==> src/verilog/bpch_params.svh <==
// Constants of the primary configuration header block.
// Assumes an APB slave with word-aligned byte addresses.
// Summary of operation
// - Class code reads fixed bridge, other-bridge values
// - Cache line bits 1:0 read zero
// - Cache line bits 5:2 writable, reset zero
// - Cache line bits 7:6 read zero
// - Latency timer RO forward, RW reverse, mode reset
// - Header type byte and upper byte read zero
// - Memory-0 base low bits read zero
// - Memory-0 base bit writable when setup bit set
// - Memory-0 window sized 4KB to 2GB by setup
// - Lowest 4KB hits CSRs, rest forwards downstream
// - Forwarded addresses translated with translated base
// - Zero memory-0 base field disables memory-0 decoding, not IO decoding
// - Setup register loaded externally before sizing
// - IO base bit 0 one, bits 7:1 zero
// - IO accesses matching bits 31:8 hit CSRs
`ifndef BPCH_PARAMS_SVH
`define BPCH_PARAMS_SVH
`define BPCH_OFS_REV_CLASS   8'h08
`define BPCH_OFS_CLS_LAT_HDR 8'h0C
`define BPCH_OFS_MEM0_BASE   8'h10
`define BPCH_OFS_IO_BASE     8'h14
`define BPCH_OFS_STATUS      8'h40
// Revision value is arbitrary
`define BPCH_REVISION        8'h5A
`define BPCH_CLASS_CODE      24'h068000
`define BPCH_CLS_WR_MASK     8'h3C
`define BPCH_LAT_RESET_PCI   8'h00
`define BPCH_LAT_RESET_PCIX  8'h40
`define BPCH_HDR_TYPE        8'h00
`define BPCH_MEM0_LOW        12'h000
`define BPCH_IO_LOW          8'h01
`define BPCH_MEM0_MIN_SETUP  20'hFFFFF
`endif

==> src/verilog/bpch_pkg.sv <==
// Types of the primary configuration header block.
// Assumes bpch_params.svh holds the numeric constants.
package bpch_pkg;
   typedef struct packed {
      logic        psel;
      logic        penable;
      logic        pwrite;
      logic [7:0]  paddr;
      logic [31:0] pwdata;
   } bpch_apb_req_type;
   typedef struct packed {
      logic        valid;
      logic [31:0] addr;
      logic        is_io;
   } bpch_txn_type;
   typedef struct packed {
      logic        csr_hit;
      logic        fwd_hit;
      logic [31:0] fwd_addr;
   } bpch_dec_type;
endpackage
==> src/verilog/bpch_header.sv <==
// Primary-side configuration header registers 08h..14h with APB access
// and memory-0 / IO window decoding. Mode and setup inputs come from
// the bridge core on the same clock and are held steady after reset.
//
// The APB interface to the registers is this design's own decision.
`include "bpch_params.svh"
module bpch_header (
   input  wire logic                      clk_in,
   input  wire logic                      rstn_in,
   input  wire bpch_pkg::bpch_apb_req_type apb_in,
   output logic                           pready_out,
   output logic                           pslverr_out,
   output logic [31:0]                    prdata_out,
   input  wire logic                      reverse_mode_in,
   input  wire logic                      pcix_mode_in,
   input  wire logic [31:0]               mem0_setup_in,
   input  wire logic [31:0]               mem0_xlat_base_in,
   input  wire bpch_pkg::bpch_txn_type    txn_in,
   output bpch_pkg::bpch_dec_type         dec_out
);
   logic [7:0]  cls;
   logic [7:0]  lat;
   logic [19:0] mem0_base;
   logic [23:0] io_base;
   logic        lat_loaded;
   logic [7:0]  next_cls;
   logic [7:0]  next_lat;
   logic [19:0] next_mem0_base;
   logic [23:0] next_io_base;
   logic        next_lat_loaded;
   logic        next_pready;
   logic        next_pslverr;
   logic [31:0] next_prdata;
   bpch_pkg::bpch_dec_type next_dec;
   logic        wr_acc;
   logic        rd_acc;
   logic        mapped;
   logic [31:0] mem0_reg;
   logic [31:0] io_reg;
   logic [19:0] mem0_mask;
   logic [31:0] offset;

   // Single-wait access: setup, access with pready high
   assign wr_acc = apb_in.psel && apb_in.penable && apb_in.pwrite && !pready_out;
   assign rd_acc = apb_in.psel && apb_in.penable && !apb_in.pwrite && !pready_out;
   assign mem0_reg = {mem0_base, `BPCH_MEM0_LOW};
   assign io_reg = {io_base, `BPCH_IO_LOW};
   assign mem0_mask = mem0_setup_in[31:12];

   always_comb begin
      mapped = 1'b1;
      unique case (apb_in.paddr)
         `BPCH_OFS_REV_CLASS,
         `BPCH_OFS_CLS_LAT_HDR,
         `BPCH_OFS_MEM0_BASE,
         `BPCH_OFS_IO_BASE,
         `BPCH_OFS_STATUS: mapped = 1'b1;
         default: mapped = 1'b0;
      endcase
   end

   always_comb begin
      next_cls = cls;
      next_lat = lat;
      next_mem0_base = mem0_base;
      next_io_base = io_base;
      next_lat_loaded = lat_loaded;
      // Mode straps are sampled once after reset release
      if (!lat_loaded) begin
         next_lat_loaded = 1'b1;
         next_lat = (reverse_mode_in && pcix_mode_in) ? `BPCH_LAT_RESET_PCIX
                                                      : `BPCH_LAT_RESET_PCI;
      end
      if (wr_acc) begin
         unique case (apb_in.paddr)
            `BPCH_OFS_CLS_LAT_HDR: begin
               next_cls = apb_in.pwdata[7:0] & `BPCH_CLS_WR_MASK;
               if (reverse_mode_in) begin
                  next_lat = apb_in.pwdata[15:8];
               end
            end
            `BPCH_OFS_MEM0_BASE: begin
               next_mem0_base = (apb_in.pwdata[31:12] & mem0_mask)
                              | (mem0_base & ~mem0_mask);
            end
            `BPCH_OFS_IO_BASE: begin
               next_io_base = apb_in.pwdata[31:8];
            end
            default: begin
               next_cls = cls;
            end
         endcase
      end
   end

   always_comb begin
      next_pready = apb_in.psel && apb_in.penable && !pready_out;
      next_pslverr = (wr_acc || rd_acc) && !mapped;
      next_prdata = 32'h00000000;
      if (rd_acc) begin
         unique case (apb_in.paddr)
            `BPCH_OFS_REV_CLASS: next_prdata = {`BPCH_CLASS_CODE, `BPCH_REVISION};
            `BPCH_OFS_CLS_LAT_HDR: next_prdata = {8'h00, `BPCH_HDR_TYPE,
                                                  (reverse_mode_in ? lat : 8'h00),
                                                  cls};
            `BPCH_OFS_MEM0_BASE: next_prdata = mem0_reg;
            `BPCH_OFS_IO_BASE: next_prdata = io_reg;
            `BPCH_OFS_STATUS: next_prdata = {30'h00000000, io_base != 24'h000000,
                                             mem0_base != 20'h00000};
            default: next_prdata = 32'h00000000;
         endcase
      end
   end

   // Window decode for primary transactions
   always_comb begin
      offset = txn_in.addr - mem0_reg;
      next_dec = '0;
      if (txn_in.valid && txn_in.is_io) begin
         next_dec.csr_hit = txn_in.addr[31:8] == io_base;
      end else if (txn_in.valid && mem0_base != 20'h00000) begin
         if ((txn_in.addr[31:12] & mem0_setup_in[31:12]) == mem0_base) begin
            if (offset[31:12] == 20'h00000) begin
               next_dec.csr_hit = 1'b1;
            end else begin
               next_dec.fwd_hit = 1'b1;
               next_dec.fwd_addr = mem0_xlat_base_in + offset;
            end
         end
      end
   end

   always_ff @(posedge clk_in or negedge rstn_in) begin
      if (!rstn_in) begin
         cls <= 8'h00;
         lat <= 8'h00;
         mem0_base <= 20'h00000;
         io_base <= 24'h000000;
         lat_loaded <= 1'b0;
         pready_out <= 1'b0;
         pslverr_out <= 1'b0;
         prdata_out <= 32'h00000000;
         dec_out <= '0;
      end else begin
         cls <= next_cls;
         lat <= next_lat;
         mem0_base <= next_mem0_base;
         io_base <= next_io_base;
         lat_loaded <= next_lat_loaded;
         pready_out <= next_pready;
         pslverr_out <= next_pslverr;
         prdata_out <= next_prdata;
         dec_out <= next_dec;
      end
   end
endmodule

==> config.mk <==
export PLATFORM = sky130hd
export DESIGN_NAME = bpch_header
export DESIGN_NICKNAME = d
export VERILOG_FILES = /design/src/verilog/bpch_pkg.sv /design/src/verilog/bpch_header.sv
export VERILOG_INCLUDE_DIRS = /design/src /design/src/verilog
export SDC_FILE = /design/constraint.sdc
export NUM_CORES = 1
export LEC_CHECK = 0
export ABC_AREA = 1
export BUFFER_PORTS_ARGS = -buffer_cell sky130_fd_sc_hd__buf_2
export CORE_UTILIZATION = 50
export DETAILED_ROUTE_END_ITERATION = 10
export GPL_TIMING_DRIVEN = 0
export PLACE_DENSITY = 0.83
export RECOVER_POWER = 25
export REMOVE_ABC_BUFFERS = 1
export SLEW_MARGIN = 20
export SYNTH_ARGS = -nofsm -noshare
export SYNTH_HDL_FRONTEND = slang
export SYNTH_SLANG_ARGS = --single-unit
==> constraint.sdc <==
create_clock -name clk_in -period 3.2 [get_ports clk_in]
set_input_delay 0.64 -clock clk_in [delete_from_list [all_inputs] [get_ports clk_in]]
set_output_delay 0.64 -clock clk_in [all_outputs]
set_load 0.03 [all_outputs]
# [After elaboration in Yosys (flattened, before gate mapping)]
# Index checks and enable logic that the tools add are counted.
[classes] n_addsub=2 eq_ne=7 n_mux=15 bitwise_logic=5 n_reduce_logical=21
[op_table] operator="$pmux W32 S5" count=1
[op_table] operator="$mux W34" count=2
[op_table] operator="$mux W33" count=2
[op_table] operator="$and A20 B20 Y20" count=3
[op_table] operator="$mux W8" count=5
[op_table] operator="$add A32 B32 Y32" count=1
[op_table] operator="$mux W32" count=1
[op_table] operator="$sub A32 B32 Y32" count=1
[op_table] operator="$eq A24 B24 Y1" count=1
[op_table] operator="$reduce_bool A24 Y1" count=1
[op_table] operator="$eq A20 B20 Y1" count=1
[op_table] operator="$logic_not A20 Y1" count=1
[op_table] operator="$not A20 Y20" count=1
[op_table] operator="$or A20 B20 Y20" count=1
[op_table] operator="$reduce_bool A20 Y1" count=1
[op_table] operator="$eq A8 B4 Y1 const B" count=2
[op_table] operator="$eq A8 B5 Y1 const B" count=2
[op_table] operator="$logic_and A1 B1 Y1" count=10
[op_table] operator="$eq A8 B7 Y1 const B" count=1
[op_table] operator="$mux W7" count=1
[op_table] operator="$reduce_and A2 Y1" count=3
[op_table] operator="$reduce_or A5 Y1" count=1
[op_table] operator="$logic_not A1 Y1" count=3
[op_table] operator="$mux W1" count=3
[op_table] operator="$logic_or A1 B1 Y1" count=1
[totals] register_bits=125 input_bits=145 out_inout_bits=68 elab_cells=61

# [Depth between registers and ports, before layout]
# Gate-level depths: netlist (run 1).
[depth] ltp_word=6 ltp_mapped=24 depth_no_buf=23

# [Worst setup path after synthesis (run 1)]
# No wires, ideal clock.
[synth_timing] path_kind="input -> register" start="input port txn_in[13] (netlist bit)" end="register dec_out[25] (netlist bit)" setup_ps=120 t_arrival_ps=3100 t_required_ps=3080 setup_slack_ps=-20 path_stages=21 n_path_buf=0 cell_sequence="inv_1 ha_1 inv_1 fa_1 nand3_1 nand3_1 nand2_1 nand2_1 nand2_1 nand3b_1 nand2_1 inv_1 ha_1 nand2_1 nor2_1 inv_1 nor2_1 inv_1 o211ai_1 xnor2_1 nor2_1"
[synth_lines] element="start, declared" line="bpch_header.sv:18" source="input wire bpch_pkg::bpch_txn_type txn_in,"
[synth_lines] element="end signal, assigned" line="bpch_header.sv:153" source="dec_out <= next_dec;"
[synth_lines] element="end, declared" line="bpch_header.sv:19" source="output bpch_pkg::bpch_dec_type dec_out"

==> impl_metrics.env, run 1 <==
export IMPL_synth_edf_count=0
export IMPL_powerDensity_nw_per_um2=414
export IMPL_netlist_cell_type_count=50
export IMPL_min_delay_start="pready_out"
export IMPL_area_delta_synth_final_pct=27.4
export IMPL_required_ps=3490
export IMPL_antenna_left=0
export IMPL_dieArea_sq_um=17300
export IMPL_setup_violations=0
export IMPL_max_freq_ghz=0.319
export IMPL_postRouteWirelength_um=25800
export IMPL_place_area_sq_um=9590
export IMPL_synthCells=1159
export IMPL_coreArea_sq_um=16500
export IMPL_drive_gt1_share_pct=24.9
export IMPL_ys_flop_type="dfrtp_1"
export IMPL_finalWeightedCongestion=0.928
export IMPL_setup_slack_ps=63.1
export IMPL_yosysWarnings=0
export IMPL_antenna_found_initial=1
export IMPL_wl_per_cell_um=16.1
export IMPL_fin_area_sq_um=10700
export IMPL_firstDrtPassIters=5
export IMPL_async_flop_share_pct=100
export IMPL_fin_nets=1566
export IMPL_numPortBuffers=195
export IMPL_cp_startpoint="txn_in[13]"
export IMPL_overflow=0
export IMPL_synth_seq_area_share_pct=36.9
export IMPL_path_max_fanout=4
export IMPL_period_needed_ps=3140
export IMPL_clk_latency_ps=430
export IMPL_r2r_cells=19
export IMPL_drt_iter0_drc=641
export IMPL_cts_tree="done"
export IMPL_grt_usage_pct=29.6
export IMPL_ios=213
export IMPL_relSlewSlack_pct=-54.7
export IMPL_p_leak_nw=5.46
export IMPL_mostFrequentLayoutCells="299 x nand2_1, 194 x buf_2, 150 x inv_1, 119 x dfrtp_1, 102 x nor2_1"
export IMPL_cts_buffers=17
export IMPL_r2r_end="dec_out[31]"
export IMPL_hold_path_class="flop to flop"
export IMPL_finClkSkew_ps=10.0
export IMPL_grt_max_degree=83
export IMPL_dp_hpwl_um=19200
export IMPL_start_util_pct=51.0
export IMPL_tightest_slew_ps=2320
export IMPL_critPathCapture="dec_out[25]"
export IMPL_crit_arrival_ps=3430
export IMPL_whs_ps=429
export IMPL_grt_pass1_vias=8279
export IMPL_ys_ff_latch=124
export IMPL_syn_avg_cell_area_sq_um=7.25
export IMPL_root_buffer="clkbuf_16"
export IMPL_cap_violations=1
export IMPL_ir_worst_vdd_mv=0.359
export IMPL_report_final_slew_viol_count=43
export IMPL_dp_cells=1556
export IMPL_syn_cell_area_sq_um=8400
export IMPL_clk_pin_slew_ps=60
export IMPL_rows=47
export IMPL_num_vias=8708
export IMPL_clock_sinks=124
export IMPL_die_x_um=132
export IMPL_cp_end_kind="flop"
export IMPL_start_kind="input pin"
export IMPL_post_route_period_util_pct=98.0
export IMPL_chipHeight_um=132
export IMPL_cts_buffer_depth=2
export IMPL_grt_setup_unrepaired="true"
export IMPL_rrSetupSlack_ps=60
export IMPL_status="finished with violations"
export IMPL_final_hold_violation_count=0
export IMPL_final_util_pct=65.0
export IMPL_htreeDepth=4
export IMPL_crit_type="input pin to flop"
export IMPL_layout_cells_non_filler=1602
export IMPL_grt_pass1_wl_um=40300
export IMPL_vias_per_cell=5.44
export IMPL_place_ws_ps=-795
export IMPL_layout_commonest_cell="nand2_1"
export IMPL_drcViolationCount=0
export IMPL_violations="capacitance limit, slew limit"
[cell type report]
cell class / count / area [sq um]
Antenna cell: 1 / 2.50
Clock buffer: 20 / 457
Clock inverter: 12 / 101
Fill cell: 1442 / 5770
Inverter: 158 / 593
Multi-Input combinational cell: 857 / 5050
Sequential cell: 124 / 3110
Tap cell: 220 / 275
Timing Repair Buffer: 210 / 1110
[cell families (layout without fill, tap and decap cells)]
logic type / Yosys count / in the layout / synth area share [%]
buffers and inverters: 178 / 400 / 8.33
other: 2 / 3 / 0.0894
DFF: 124 / 124 / 36.9
AOI/OAI and AO/OA: 217 / 217 / 14.2
adders and majority gates: 53 / 53 / 8.07
muxes: 4 / 4 / 0.536
and+or+nand+nor: 535 / 535 / 26.9
xor gates and xnor gates: 46 / 46 / 4.89
[how the worst min path moves through the flow]
stage	slack, ps	depth (start not counted)	endpoint
floorplan	340	0	async pin
global placement	420	1	pready_out
detailed placement	420	1	pready_out
CTS	130	1	dec_out[1]
global route	430	3	pready_out
finish	430	1	pready_out
[synthesized netlist by cell type (4+ instances only)]
| cell | count | area [sq um] |
|---|---|---|
| inv_1 | 156 | 586 |
| a21oi_1 | 86 | 430 |
| nand3b_1 | 12 | 90.1 |
| a21o_1 | 4 | 30.0 |
| nand2_1 | 308 | 1160 |
| clkbuf_1 | 11 | 41.3 |
| dfrtp_1 | 124 | 3100 |
| nor4_1 | 15 | 93.8 |
| a31oi_1 | 4 | 25.0 |
| o22ai_1 | 7 | 43.8 |
| nor3_1 | 10 | 50.1 |
| xnor2_1 | 15 | 131 |
| ha_1 | 51 | 638 |
| nand4_1 | 9 | 56.3 |
| xor2_1 | 30 | 263 |
| a211oi_1 | 4 | 30.0 |
| mux2_2 | 4 | 45.0 |
| o21bai_1 | 6 | 45.0 |
| nand3_1 | 55 | 275 |
| nor2_1 | 110 | 413 |
| buf_2 | 4 | 20.0 |
| o21ai_0 | 89 | 445 |
[critical path: stages]
cell      delay (ps)
buf_2            130
inv_2             80
ha_1             140
inv_1             80
fa_2             370
buf_4            150
nand3_1          100
nand3_2          130
xor2_2           180
inv_2             80
ha_4             300
nand2_1          110
nor2_4           150
inv_1             60
nor2_2           110
inv_1             40
o211ai_1         300
xnor2_1          200
nor2_1            80
[stage by stage]
step                      total power, W  setup TNS [ps]
after global placement           0.00244          -25990
after global routing             0.00460            -438
after detailed placement         0.00245          -11110
after CTS                        0.00432           -45.2
after floorplan                  0.00216           -35.4
final                            0.00443               0
[repair_timing]
action,CTS,global route
buffers inserted,3,10
gates resized for setup,28,82
pin swaps,4,8
hold endpoints to repair,0,0
endpoints found under the setup margin,9,33
hold buffers,0,0
[routing by layer]
| layer | global-route usage [%] | share of wire [%] | vias up |
|---|---|---|---|
| met5 | 0 | 0 | - |
| met4 | 13.0 | 3.0 | 0 |
| met3 | 5.71 | 7.3 | 60 |
| met2 | 49.4 | 48 | 434 |
| met1 | 37.3 | 42 | 3998 |
| li1 | - | - | 4216 |
[where the power goes]
group | total [W] | switching [W] | internal [W]
Sequential | 0.00159 | 0.0000112 | 0.00158
Combinational | 0.000979 | 0.000596 | 0.000383
Clock | 0.00186 | 0.000811 | 0.00105
Note: power is estimated with default switching activity, not from simulation.
==> run 2: changes to the inputs <==
GPL_TIMING_DRIVEN = not set   (was 0)
==> impl_metrics.env, run 2 (same netlist as run 1, synthesis figures left out) <==
export IMPL_finalWeightedCongestion=0.982
export IMPL_htreeDepth=4
export IMPL_root_buffer="clkbuf_16"
export IMPL_fin_nets=1698
export IMPL_crit_family="compound AO/OA/AOI/OAI gates"
export IMPL_min_delay_start="pready_out"
export IMPL_layout_cells_non_filler=1733
export IMPL_path_max_fanout=5
export IMPL_met1_usage_pct=38.5
export IMPL_die_x_um=132
export IMPL_grt_pass1_wl_um=42800
export IMPL_dieArea_sq_um=17300
export IMPL_num_vias=9336
export IMPL_crit_cells=19
export IMPL_relSlewSlack_pct=-52.4
export IMPL_postRouteWirelength_um=27500
export IMPL_chipHeight_um=132
export IMPL_cap_violations=1
export IMPL_cp_end_kind="flop"
export IMPL_clock_sinks=124
export IMPL_grt_use_met2_pct=53.3
export IMPL_grt_usage_pct=31.4
export IMPL_cp_slowest_cell="dfrtp_1"
export IMPL_cts_buffer_depth=2
export IMPL_final_util_pct=71.3
export IMPL_place_area_sq_um=10700
export IMPL_tightest_slew_ps=2290
export IMPL_rrSetupSlack_ps=120
export IMPL_firstDrtPassIters=6
export IMPL_cts_hold_fix_buffers=0
export IMPL_min_path_cells=1
export IMPL_max_stage_delay_ps=390
export IMPL_r2r_end="dec_out[22]"
export IMPL_nFillCells=1325
export IMPL_coreArea_sq_um=16500
export IMPL_grt_use_met3_pct=5.56
export IMPL_layout_commonest_cell="nand2_1"
export IMPL_wl_per_cell_um=15.9
export IMPL_area_delta_synth_final_pct=39.8
export IMPL_overflow=0
export IMPL_vias_per_cell=5.39
export IMPL_finClkSkew_ps=11.6
export IMPL_clk_pin_slew_ps=60
export IMPL_powerDensity_nw_per_um2=396
export IMPL_drive_gt1_share_pct=31.3
export IMPL_ir_worst_vdd_mv=0.391
export IMPL_rows=47
export IMPL_cts_tree="done"
export IMPL_dp_cells=1699
export IMPL_cts_buffers=17
export IMPL_drt_iter0_drc=616
export IMPL_p_leak_nw=6.10
export IMPL_report_final_slew_viol_count=44
export IMPL_violations="capacitance limit, slew limit"
export IMPL_p_total_w=0.00465
export IMPL_start_kind="flop"
export IMPL_diodes=0
export IMPL_critPathCapture="dec_out[22]"
export IMPL_crit_type="flop to flop"
export IMPL_antenna_found_initial=0
export IMPL_r2r_cells=19
export IMPL_max_freq_ghz=0.324
export IMPL_crit_arrival_ps=3400
export IMPL_path_buf_inv=7
export IMPL_grt_busiest_layer="met2"
export IMPL_status="finished with violations"
export IMPL_multi_input_area_sq_um=5090
export IMPL_setup_tns_ps=0
export IMPL_regArea_sq_um=3100
export IMPL_final_hold_violation_count=0
export IMPL_crit_chain="inv_2 > ha_4 > buf_4 > inv_1 > o21bai_2 > a21oi_2 > nand3_4 > xor2_4 > inv_2 > ha_4 > inv_1 > o21bai_1 > a31oi_1 > o21ai_2 > buf_4 > a21oi_1 > buf_4 > xor2_1 > nor2_1"
export IMPL_drcViolationCount=0
export IMPL_cp_common_cell="buf_4"
export IMPL_antenna_left=0
export IMPL_mostFrequentLayoutCells="291 x nand2_1, 194 x buf_2, 146 x inv_1, 144 x buf_4, 123 x dfrtp_1"
export IMPL_fin_area_sq_um=11700
export IMPL_clk_latency_ps=440
export IMPL_post_route_period_util_pct=96.3
export IMPL_hold_path_class="flop to flop"
export IMPL_required_ps=3520
export IMPL_dp_hpwl_um=21100
export IMPL_grt_max_degree=57
export IMPL_grt_pass1_vias=9059
export IMPL_ios=213
export IMPL_setup_violations=0
export IMPL_start_util_pct=51.0
export IMPL_period_needed_ps=3080
export IMPL_numPortBuffers=195
## run 2: cell types whose count changed in the layout (fill, tap and decap cells not counted), moves of 4 or more
| cell | change |
|---|---|
| dfrtp_1 | +4 |
| inv_1 | -4 |
| nand2_2 | +8 |
| o21ai_1 | +4 |
| dfrtp_2 | -4 |
| inv_2 | +4 |
| nand2_1 | -8 |
| buf_4 | +130 |
| o21ai_2 | -6 |
## run 2: cell type report
class | instances | share of cell area [%]
clock buffers | 18 | 3.65
clock inverters | 14 | 1.15
inverters | 158 | 5.05
multi-input cells | 857 | 43.3
flip-flops and latches | 124 | 26.4
well taps | 220 | 2.34
repair buffers | 342 | 18.0
## run 2: stage by stage
stage / hold slack [ps] / worst slack, ps
detailed placement: 425 / -544
global route: 445 / -119
CTS: 200 / -6.06
global placement: 423 / -436
finish: 431 / 117
floorplan: 344 / -35.4
## run 2: worst min-delay path by stage
| stage | slack (ps) | to |
|---|---|---|
| floorplan | 340 | async pin |
| global placement | 420 | pready_out |
| detailed placement | 420 | pready_out |
| CTS | 200 | dec_out[18] |
| global route | 450 | cls[2] |
| finish | 430 | pready_out |
## run 2: worst register-to-register path, cell delays in order (launching register included)
cell and delay, ps:
dfrtp_1 390, inv_2 100, ha_4 210, buf_4 150, inv_1 70, o21bai_2 90, a21oi_2 160, nand3_4 140
xor2_4 210, inv_2 70, ha_4 230, inv_1 70, o21bai_1 110, a31oi_1 240, o21ai_2 90, buf_4 140
a21oi_1 160, buf_4 140, xor2_1 130, nor2_1 60
## run 2: report_power, final
group | total (W) | switching (W) | internal [W]
clock | 0.00189 | 0.000805 | 0.00108
combinational | 0.00117 | 0.000642 | 0.000528
sequential | 0.00159 | 0.0000103 | 0.00158
## run 2: routing by layer
layer	vias to the layer above	routed length [um]	part of all wire [%]
met4	0	1110	4.0
met5	-	0	0
met1	4334	11000	40
met2	436	13400	49
li1	4477	-	-
met3	89	2050	7.5
## run 2: timing repair
action,4_1_cts,5_1_grt
hold endpoints to repair,0,0
cloned,0,0
pin swaps,0,22
endpoints found under the setup margin,7,12
gates resized for setup,8,101
buffers inserted,0,2
